--- config.mk ---
export PLATFORM = sky130hd
export DESIGN_NAME = mics_sequencer
export DESIGN_NICKNAME = d
export VERILOG_FILES = /design/src/include/mics_pkg.sv /design/src/hw/mics_sequencer.sv /design/src/hw/mics_serial_shift.sv
export SDC_FILE = /design/constraint.sdc
export NUM_CORES = 1
export LEC_CHECK = 0
export BUFFER_PORTS_ARGS = -buffer_cell sky130_fd_sc_hd__clkbuf_2
export CAP_MARGIN = 40
export CORE_AREA = 5 5 126 128
export CTS_CLUSTER_SIZE = 30
export DETAILED_ROUTE_END_ITERATION = 12
export DIE_AREA = 0 0 131 133
export PLACE_DENSITY_LB_ADDON = 0.3
export SYNTH_ARGS = -nofsm -noshare
export SYNTH_HDL_FRONTEND = slang
export SYNTH_SLANG_ARGS = --single-unit
--- constraint.sdc ---
create_clock -name ref_clk -period 6.5 [get_ports ref_clk]
set_clock_uncertainty 0.2 [all_clocks]
set_input_delay 0.65 -clock ref_clk [delete_from_list [all_inputs] [get_ports ref_clk]]
set_output_delay 0.65 -clock ref_clk [all_outputs]
set_load 0.02 [all_outputs]
--- src/include/mics_pkg.sv ---
// Package of constants and types for the memory init command sequencer
// Functional notes
// - Broadcast bit sends operation to all devices
// - Register address from command bits 18:10
// - Target serial ID from command bits 9:5
// - Opcode in bits 4:0 selects operation
// - Opcode zero reads a device register
// - Opcode 11001b loads data into interface A
// - Opcode 11010b loads data into interface B
// - Both expansion configurations reset to zero
// - Bits 25:24 enable clamp, rest reserved
// - Expansion configurations have no own address
// - Initiate bit starts operation, cleared when done
// - Read data valid when initiate clears
// - Channel field bits 21:20 selects channel
package mics_pkg;
   localparam logic [7:0]  OFS_DATA      = 8'h90;
   localparam logic [7:0]  OFS_CMD       = 8'h94;
   localparam logic [31:0] EXP_CFG_RESET = 32'h0000_0000;
   localparam logic [31:0] CMD_RESET     = 32'h0000_0000;
   localparam logic [31:0] DATA_RESET    = 32'h0000_0000;
   localparam int INIT_BIT   = 23;
   localparam int CHAN_HI    = 21;
   localparam int CHAN_LO    = 20;
   localparam int BCAST_BIT  = 19;
   localparam int DRA_HI     = 18;
   localparam int DRA_LO     = 10;
   localparam int SID_HI     = 9;
   localparam int SID_LO     = 5;
   localparam int OP_HI      = 4;
   localparam int OP_LO      = 0;
   localparam int CLAMP_HI   = 25;
   localparam int CLAMP_LO   = 24;
   // Writable command bits: 23 and 21:0
   localparam logic [31:0] CMD_WMASK     = 32'h00bf_ffff;
   localparam logic [31:0] EXP_CFG_WMASK = 32'h0300_0000;
   localparam logic [1:0]  CLAMP_ON      = 2'h3;
   localparam logic [4:0]  OP_REG_READ   = 5'h00;
   localparam logic [4:0]  OP_LOAD_A     = 5'h19;
   localparam logic [4:0]  OP_LOAD_B     = 5'h1a;
   localparam int SER_BITS   = 32;
   localparam int FRAME_BITS = 24;
   // Serial clock half-period 100 ns at 100 MHz
   localparam int SER_PERIOD_NS = 100;
   localparam int CLK_PERIOD_NS = 10;
   localparam int SER_DIV = SER_PERIOD_NS / CLK_PERIOD_NS;

   typedef struct packed {
      logic       bcast;
      logic [8:0] reg_addr;
      logic [4:0] dev_id;
      logic [4:0] opcode;
      logic [1:0] channel;
   } mics_op_type;

   typedef struct packed {
      logic        wr;
      logic        rd;
      logic [7:0]  addr;
      logic [31:0] wdata;
   } mics_cfg_req_type;
endpackage

--- src/hw/mics_sequencer.sv ---
// Memory init command sequencer: command/data registers and opcode dispatch
`timescale 1ns/100ps
`default_nettype none
module mics_sequencer (
   // Clock and reset
   input  wire logic                       ref_clk,
   input  wire logic                       rst,
   // Configuration register port
   input  wire mics_pkg::mics_cfg_req_type cfg_req,
   output logic [31:0]                     cfg_rdata,
   // Serial control chain
   output logic                            ser_clk,
   output logic                            ser_cmd,
   output logic [1:0]                      ser_chan,
   input  wire logic                       ser_din,
   // Channel interface expansion configuration
   output logic [31:0]                     exp_cfg_a,
   output logic [31:0]                     exp_cfg_b,
   output logic                            clamp_en_a,
   output logic                            clamp_en_b
);
   typedef enum logic [1:0] {SQ_IDLE, SQ_SERIAL, SQ_FINISH} mics_sq_state_type;
   typedef struct packed {
      mics_sq_state_type st;
      logic [31:0] data;
      logic [31:0] cmd;
      logic [31:0] exp_a;
      logic [31:0] exp_b;
      logic        go;
   } mics_sq_type;
   mics_sq_type q, d;
   mics_pkg::mics_op_type op;
   logic        ss_done;
   logic [31:0] ss_rdata;
   logic        is_read;

   // One driver for the whole operation word
   assign op = '{bcast:    q.cmd[mics_pkg::BCAST_BIT],
                 reg_addr: q.cmd[mics_pkg::DRA_HI:mics_pkg::DRA_LO],
                 dev_id:   q.cmd[mics_pkg::SID_HI:mics_pkg::SID_LO],
                 opcode:   q.cmd[mics_pkg::OP_HI:mics_pkg::OP_LO],
                 channel:  q.cmd[mics_pkg::CHAN_HI:mics_pkg::CHAN_LO]};
   assign is_read     = (op.opcode == mics_pkg::OP_REG_READ);

   assign exp_cfg_a  = q.exp_a;
   assign exp_cfg_b  = q.exp_b;
   assign clamp_en_a = (q.exp_a[mics_pkg::CLAMP_HI:mics_pkg::CLAMP_LO] == mics_pkg::CLAMP_ON);
   assign clamp_en_b = (q.exp_b[mics_pkg::CLAMP_HI:mics_pkg::CLAMP_LO] == mics_pkg::CLAMP_ON);

   // Only data and command words are decoded; expansion words have no address
   always_comb begin
      unique case (cfg_req.addr)
         mics_pkg::OFS_DATA: cfg_rdata = q.data;
         mics_pkg::OFS_CMD:  cfg_rdata = q.cmd;
         default:            cfg_rdata = 32'h0000_0000;
      endcase
   end

   always_comb begin
      d = q;
      d.go = 1'b0;
      if (cfg_req.wr && cfg_req.addr == mics_pkg::OFS_DATA && q.st == SQ_IDLE) begin
         d.data = cfg_req.wdata;
      end
      // Writes are held off while busy so the operation's fields stay stable
      if (cfg_req.wr && cfg_req.addr == mics_pkg::OFS_CMD && q.st == SQ_IDLE) begin
         d.cmd = cfg_req.wdata & mics_pkg::CMD_WMASK;
         d.go = cfg_req.wdata[mics_pkg::INIT_BIT];
      end
      unique case (q.st)
         SQ_IDLE: begin
            if (q.go) begin
               unique case (op.opcode)
                  mics_pkg::OP_LOAD_A: begin
                     d.exp_a = q.data & mics_pkg::EXP_CFG_WMASK;
                     d.st = SQ_FINISH;
                  end
                  mics_pkg::OP_LOAD_B: begin
                     d.exp_b = q.data & mics_pkg::EXP_CFG_WMASK;
                     d.st = SQ_FINISH;
                  end
                  5'h03, 5'h05, 5'h06, 5'h07, 5'h09, 5'h0c, 5'h0e, 5'h0f, 5'h1e, 5'h1f:
                     d.st = SQ_FINISH;
                  default: d.st = SQ_SERIAL;
               endcase
            end
         end
         SQ_SERIAL: begin
            if (ss_done) begin
               if (is_read) begin
                  d.data = ss_rdata;
               end
               d.st = SQ_FINISH;
            end
         end
         SQ_FINISH: begin
            d.cmd[mics_pkg::INIT_BIT] = 1'b0;
            d.st = SQ_IDLE;
         end
      endcase
   end

   always_ff @(posedge ref_clk or posedge rst) begin
      if (rst) begin
         q.st    <= SQ_IDLE;
         q.data  <= mics_pkg::DATA_RESET;
         q.cmd   <= mics_pkg::CMD_RESET;
         q.exp_a <= mics_pkg::EXP_CFG_RESET;
         q.exp_b <= mics_pkg::EXP_CFG_RESET;
         q.go    <= 1'b0;
      end else begin
         q <= d;
      end
   end

   mics_serial_shift u_shift (
      .ref_clk  (ref_clk),
      .rst      (rst),
      .start    (q.st == SQ_IDLE && d.st == SQ_SERIAL),
      .op       (op),
      .wdata    (q.data),
      .is_read  (is_read),
      .done     (ss_done),
      .rdata    (ss_rdata),
      .ser_clk  (ser_clk),
      .ser_cmd  (ser_cmd),
      .ser_chan (ser_chan),
      .ser_din  (ser_din)
   );
endmodule // mics_sequencer
`default_nettype wire

--- src/hw/mics_serial_shift.sv ---
// Serial shifter for one control-chain operation
`timescale 1ns/100ps
`default_nettype none
module mics_serial_shift (
   // Clock and reset
   input  wire logic                  ref_clk,
   input  wire logic                  rst,
   // Operation request
   input  wire logic                  start,
   input  wire mics_pkg::mics_op_type op,
   input  wire logic [31:0]           wdata,
   input  wire logic                  is_read,
   output logic                       done,
   output logic [31:0]                rdata,
   // Serial chain pins
   output logic                       ser_clk,
   output logic                       ser_cmd,
   output logic [1:0]                 ser_chan,
   input  wire logic                  ser_din
);
   typedef enum logic [1:0] {SS_IDLE, SS_FRAME, SS_DATA, SS_DONE} mics_ss_state_type;
   typedef struct packed {
      mics_ss_state_type st;
      logic [3:0]  div;
      logic [5:0]  cnt;
      logic [31:0] sh;
      logic [31:0] rx;
      logic        clk;
      logic [1:0]  chan;
      logic        rd;
      logic        sync1;
      logic        sync2;
   } mics_ss_type;
   mics_ss_type q, d;
   logic tick;

   assign tick     = (q.div == 4'(mics_pkg::SER_DIV - 1));
   assign done     = (q.st == SS_DONE);
   assign rdata    = q.rx;
   assign ser_clk  = q.clk;
   assign ser_cmd  = q.sh[31];
   assign ser_chan = q.chan;

   always_comb begin
      d = q;
      d.sync1 = ser_din;
      d.sync2 = q.sync1;
      d.div = (q.st == SS_IDLE || tick) ? 4'h0 : q.div + 4'h1;
      unique case (q.st)
         SS_IDLE: begin
            if (start) begin
               // Frame: bcast, dev id (zero on broadcast), opcode, reg addr
               d.sh = {op.bcast, (op.bcast ? 5'h00 : op.dev_id), op.opcode, op.reg_addr, 12'h000};
               d.chan = op.channel;
               d.rd = is_read;
               d.cnt = 6'(mics_pkg::FRAME_BITS);
               d.st = SS_FRAME;
            end
         end
         SS_FRAME, SS_DATA: begin
            if (tick) begin
               d.clk = ~q.clk;
               if (q.clk) begin
                  d.sh = {q.sh[30:0], 1'b0};
                  d.rx = {q.rx[30:0], q.sync2};
                  d.cnt = q.cnt - 6'h1;
                  if (q.cnt == 6'h1) begin
                     if (q.st == SS_FRAME) begin
                        d.st = SS_DATA;
                        d.cnt = 6'(mics_pkg::SER_BITS);
                        d.sh = q.rd ? 32'h0000_0000 : wdata;
                     end else begin
                        d.st = SS_DONE;
                     end
                  end
               end
            end
         end
         SS_DONE: d.st = SS_IDLE;
      endcase
   end

   always_ff @(posedge ref_clk or posedge rst) begin
      if (rst) begin
         q <= '0;
      end else begin
         q <= d;
      end
   end
endmodule // mics_serial_shift
`default_nettype wire

After elaboration in Yosys (flattened, before gate mapping)
Index checks and enable logic that the tools add are counted.

Bits in registers: 144. Input port bits: 45. Output and inout bits: 102.

$add $sub $neg: 2. Equality and inequality tests: 28. Muxes and demuxes: 26. Bitwise gates (word level): 1. Reduce and logical (&&, ||, !) cells: 20.

Operator list (count): two-way mux 32 bit (4); two-way mux 38 bit (3); one-hot mux 38 bit (2 select lines) (1); two-way mux 71 bit (1); two-way mux 70 bit (1); one-hot mux 32 bit (2 select lines) (1); two-way mux 34 bit (1); two-way mux 24 bit (1); equality test 5 x 4 -> 1 bit, second input constant (4); equality test 5 bit, second input constant (4); equality test 8 bit, second input constant (2); equality test 5 x 3 -> 1 bit, second input constant (3); two-way mux 2 bit (6); one-hot mux 2 bit (3 select lines) (2); OR reduction 12 bit (1); equality test 2 bit, second input constant (5); AND reduction 3 bit (3); != test 2 x 1 -> 1 bit, second input constant (4); AND reduction 4 bit (2); equality test 2 x 1 -> 1 bit, second input constant (3); equality test 6 x 1 -> 1 bit, second input constant (1); subtractor 6 x 1 -> 6 bit, second input constant (1); equality test 5 x 2 -> 1 bit, second input constant (1); logical AND 1 bit (5); other kinds (12) (17).

Logic depth before layout (Yosys ltp)
Depth after elaboration: 11. Mapped depth: 9.

Cells and area by module
From an unflattened synthesis, not the netlist that was laid out.

Cells, all modules: 840. Area, all modules: 7928.9 um^2.

By module, submodules not included: mics_serial_shift (instances 1, cells each 459, area an instance 4317.9 um^2, sequential area each 2052.0 um^2); mics_sequencer (instances 1, cells each 381, area an instance 3611.0 um^2, sequential area each 1551.5 um^2).

Least setup slack after synthesis
Ideal clock, no wire load.

Kind: input -> output. Start: input port cfg_req[38] in the netlist's numbering. End: output port cfg_rdata[10]. Arrival time: 1.857 ns. Path slack: 3.793 ns. Stages: 5. Buffers on the path: 2. Cell sequence: nor4bb_1 and3_1 clkbuf_1 clkbuf_1 a22o_1.

Cells in the longest elaborated chain, start to end: 2.

RTL lines: start, declared (line mics_sequencer.sv:9) `input wire mics_pkg::mics_cfg_req_type cfg_req,`; equality test 8 bit (line mics_sequencer.sv:52) `unique case (cfg_req.addr)`; one-hot mux 32 bit (2 select lines) * (line mics_sequencer.sv:52); end, declared (line mics_sequencer.sv:10) `output logic [31:0] cfg_rdata,`.

Every way passes the cells marked *; elsewhere a longest branch is shown, timed or not.

Worst setup path in the final report
Start: register u_shift.q[72] in the netlist's numbering. End: register u_shift.q, in the netlist u_shift.ser_cmd.

Cells in the longest elaborated chain, start to end: 5.

RTL lines: start, declared (line mics_serial_shift.sv:34) `mics_ss_type q, d;`; start signal, assigned (line mics_serial_shift.sv:85) `q <= '0;`; start signal, assigned (line mics_serial_shift.sv:87) `q <= d;`; equality test 6 x 1 -> 1 bit (line mics_serial_shift.sv:67) `if (q.cnt == 6'h1) begin`; two-way mux 38 bit (line mics_serial_shift.sv:67); two-way mux 70 bit (line mics_serial_shift.sv:63) `if (q.clk) begin`; two-way mux 71 bit (line mics_serial_shift.sv:61) `if (tick) begin`; one-hot mux 38 bit (2 select lines) (line mics_serial_shift.sv:49) `unique case (q.st)`.

Every way passes these cells. The select of a mux whose other input is x is not followed. A chain may end at the register's enable or synchronous reset.

==> impl_metrics.yaml <==
run_status:
  status: "completed"
setup_path:
  crit_required_ns: 6.60
  cp_slowest_cell: "and3_1"
  worst-path-stages: 6
  rrSetupSlack_ns: 3.25
  reg2regPathDepth: 6
  path_class: "reg -> reg"
  reg2reg_to: "u_shift.ser_cmd"
  max_stage_delay_ns: 0.82
  path_cells: "nor3_1 -> and3_1 -> buf_4 -> mux2i_1 -> o2bb2ai_1 -> mux2_2"
  cp.arrival_ns: 3.35
  endpoint_kind: "flop"
  r2r-start: "u_shift.q[72]"
  startpoint_type: "flop"
  critical_path_buf_inv_count: 1
  critPathTopFamily: "simple AND/OR/NAND/NOR gates"
  cp_max_fo: 19
power_and_ir_drop:
  swShare_pct: 28.1
  pwr-share-comb_pct: 18.6
  p_leak_nw: 4.39
  p_clk_share_pct: 42.2
  netSwitchingPower_w: 0.000729
  seq_power_share_pct: 39.2
  p_per_area_nw_per_um2: 291
  power.total_w: 0.00259
  irDropWorstVdd_mv: 0.159
  p_int_w: 0.00186
clock_tree:
  cts_hold_buf: 0
  clk_path_buf_depth: 2
  h-tree-depth: 4
  clk_transition_reported_paths_ns: 0.06
  cts_post_setup_buffers_inserted: 0
  cts_buffers: 17
  insertion_delay_ns: 0.42
  root_buffer: "clkbuf_16"
  cts_tree: "built"
  cts_resized: 0
  cts.sinks: 144
yosys:
  ys_seq_elements: 144
  synth-edff-count: 0
  async_flop_share_pct: 100
  synth_top_family_by_area: "multiplexers"
  syn_area_per_cell_sq_um: 10.3
  yosys-top-cells-area: "dfrtp_1, nand2_1, mux2i_1"
  synthTopCellsByCount: "nand2_1, dfrtp_1, buf_4, mux2i_1, o21ai_0"
  synthSimpleGateAreaFrac_pct: 15.1
  synth_cells: 776
  yosysSeqAreaShare_pct: 45.2
  synth_top_area_share_pct: 45.2
  yosys.area.top_type: "dfrtp_1"
  netlist_area_sq_um: 7970
  synthXorXnorAreaFrac_pct: 0.440
  yosysWarningCount: 0
  ys.flop_type: "dfrtp_1"
  synth_compound_area_share_pct: 10.6
  synth.area.mux_share_pct: 16.8
  synth_most_common_cell: "nand2_1"
  synth.distinct_cells: 55
  synthAdderAreaFrac_pct: 1.57
timing:
  setup_violations: 0
  worst_pin_slew_ns: 0.885
  hold_violations: 0
  setup_tns_ns: 0
  fin_crit_sh_pct: 50.0
  hold_ws_ns: 0.103
  slew-limit-headroom_pct: 41.0
  rsz0062_at_grt: "false"
  slew_violations: 0
  min_period_ns: 3.25
  fmax_mhz: 308
die:
  rows: 45
  die_area_sq_um: 17400
  die_width_um: 131
  ios: 147
  coreArea_sq_um: 14800
  dieHeight_um: 133
  initial_core_util_pct: 54.0
global_routing:
  grt_pass1_wl_um: 30700
  grt_pass1_vias: 5908
  antenna_found_initial: 0
  grt_usage_pct: 22.4
  grt_max_degree: 66
  grt_overflow: 0
detailed_routing:
  drt-total-wl_um: 18900
  dr_total_vias: 5813
  antenna_left: 0
  wl_per_cell_um: 18.3
  drtIter0Drc: 507
  drc: 0
  via_per_inst: 5.61
  firstDrtPassIters: 5
cells_and_area:
  fin_area_sq_um: 8910
  drive_gt1_share_pct: 23.6
  num_antenna_cells: 0
  areaGrowthSynthToFinish_pct: 11.9
  nets: 890
  layoutNonFillerInstCount: 1036
place:
  placed_area_sq_um: 8250
  hpwl_um: 13000
  port_buffers: 85
  place_congestion: 0.868
  dp.cells: 1004
run:
  drv_cap: 0
min_path:
  hold_path_class: "in -> async"
registers in the layout (all words and copies together), names as in the netlist:
register and count:
exp_cfg_a 2, exp_cfg_b 2, op 22, q 36, u_shift.d 1, u_shift.q 45
u_shift.rdata 32, u_shift.ser_chan 2, u_shift.ser_clk 1, u_shift.ser_cmd 1
cells in the final DEF, fill, tap and decap left out, types with 8 or more instances in the layout:
| cell | instances |
|---|---|
| a21oi_1 | 14 |
| mux2i_1 | 53 |
| mux2_4 | 27 |
| mux2_2 | 36 |
| dfrtp_1 | 144 |
| and2_1 | 13 |
| conb_1 | 60 |
| nand3_1 | 8 |
| clkbuf_16 | 17 |
| ha_1 | 10 |
| a22o_1 | 25 |
| nand3b_1 | 15 |
| clkbuf_2 | 85 |
| nor2b_1 | 23 |
| buf_4 | 9 |
| o21ai_0 | 42 |
| nand2_1 | 153 |
| inv_1 | 11 |
| o2bb2ai_1 | 15 |
kinds of logic after synthesis:
family / Yosys count
XOR/XNOR: 4
other: 1
AO/OA/AOI/OAI: 120
buffers and inverters: 129
adder cells (fa/ha/maj): 10
flip-flops: 144
multiplexers: 116
AND/OR/NAND/NOR: 252
stage by stage:
step / util (%) / worst slack [ns]
2_1_floorplan: - / 1.78
3_3_place_gp: 55.4 / 3.43
3_5_place_dp: 55.9 / 3.33
4_1_cts: 60.4 / 3.28
5_1_grt: 60.4 / 3.06
6_report: 60.4 / 3.25
final cells by class:
type | instances | area [sq um]
clock buffers | 22 | 484
multi-input cells | 562 | 3780
inverters | 13 | 53.8
flip-flops and latches | 144 | 3600
fillers | 1200 | 5840
clock inverters | 10 | 180
repair buffers | 97 | 576
well taps | 188 | 235
worst reg2reg max path, stage by stage, from the launching register on:
cell       delay [ns]
dfrtp_1          0.46
nor3_1           0.47
and3_1           0.82
buf_4            0.44
mux2i_1          0.36
o2bb2ai_1        0.11
mux2_2           0.29
power by group through the flow:
stage	Sequential, W	Clock, W	Combinational (W)
after floorplan	0.00101	0	0.000403
after detailed placement	0.00103	0	0.000473
after CTS	0.00101	0.00110	0.000481
after global routing	0.00102	0.00115	0.000532
final	0.00102	0.00109	0.000483
after global placement	0.00102	0	0.000450
worst max-delay path by stage:
| stage | startpoint | end | slack, ns |
|---|---|---|---|
| finish | u_shift.q[72] | u_shift.ser_cmd | 3.25 |
| CTS | u_shift.q[72] | u_shift.ser_cmd | 3.28 |
| global placement | u_shift.q[72] | u_shift.ser_cmd | 3.43 |
| floorplan | rst | exp_cfg_a[24] | 1.78 |
| detailed placement | u_shift.q[72] | u_shift.ser_cmd | 3.33 |
| global route | u_shift.q[72] | u_shift.ser_cmd | 3.06 |
layer usage:
layer,GRT usage [%],part of all wire (%),up-vias
met5,0,0,-
met4,11.5,4.0,0
met3,4.28,5.2,56
met2,34.3,49,213
met1,30.2,42,2889
li1,-,-,2655
No activity file was read; power rests on OpenSTA's default activity.
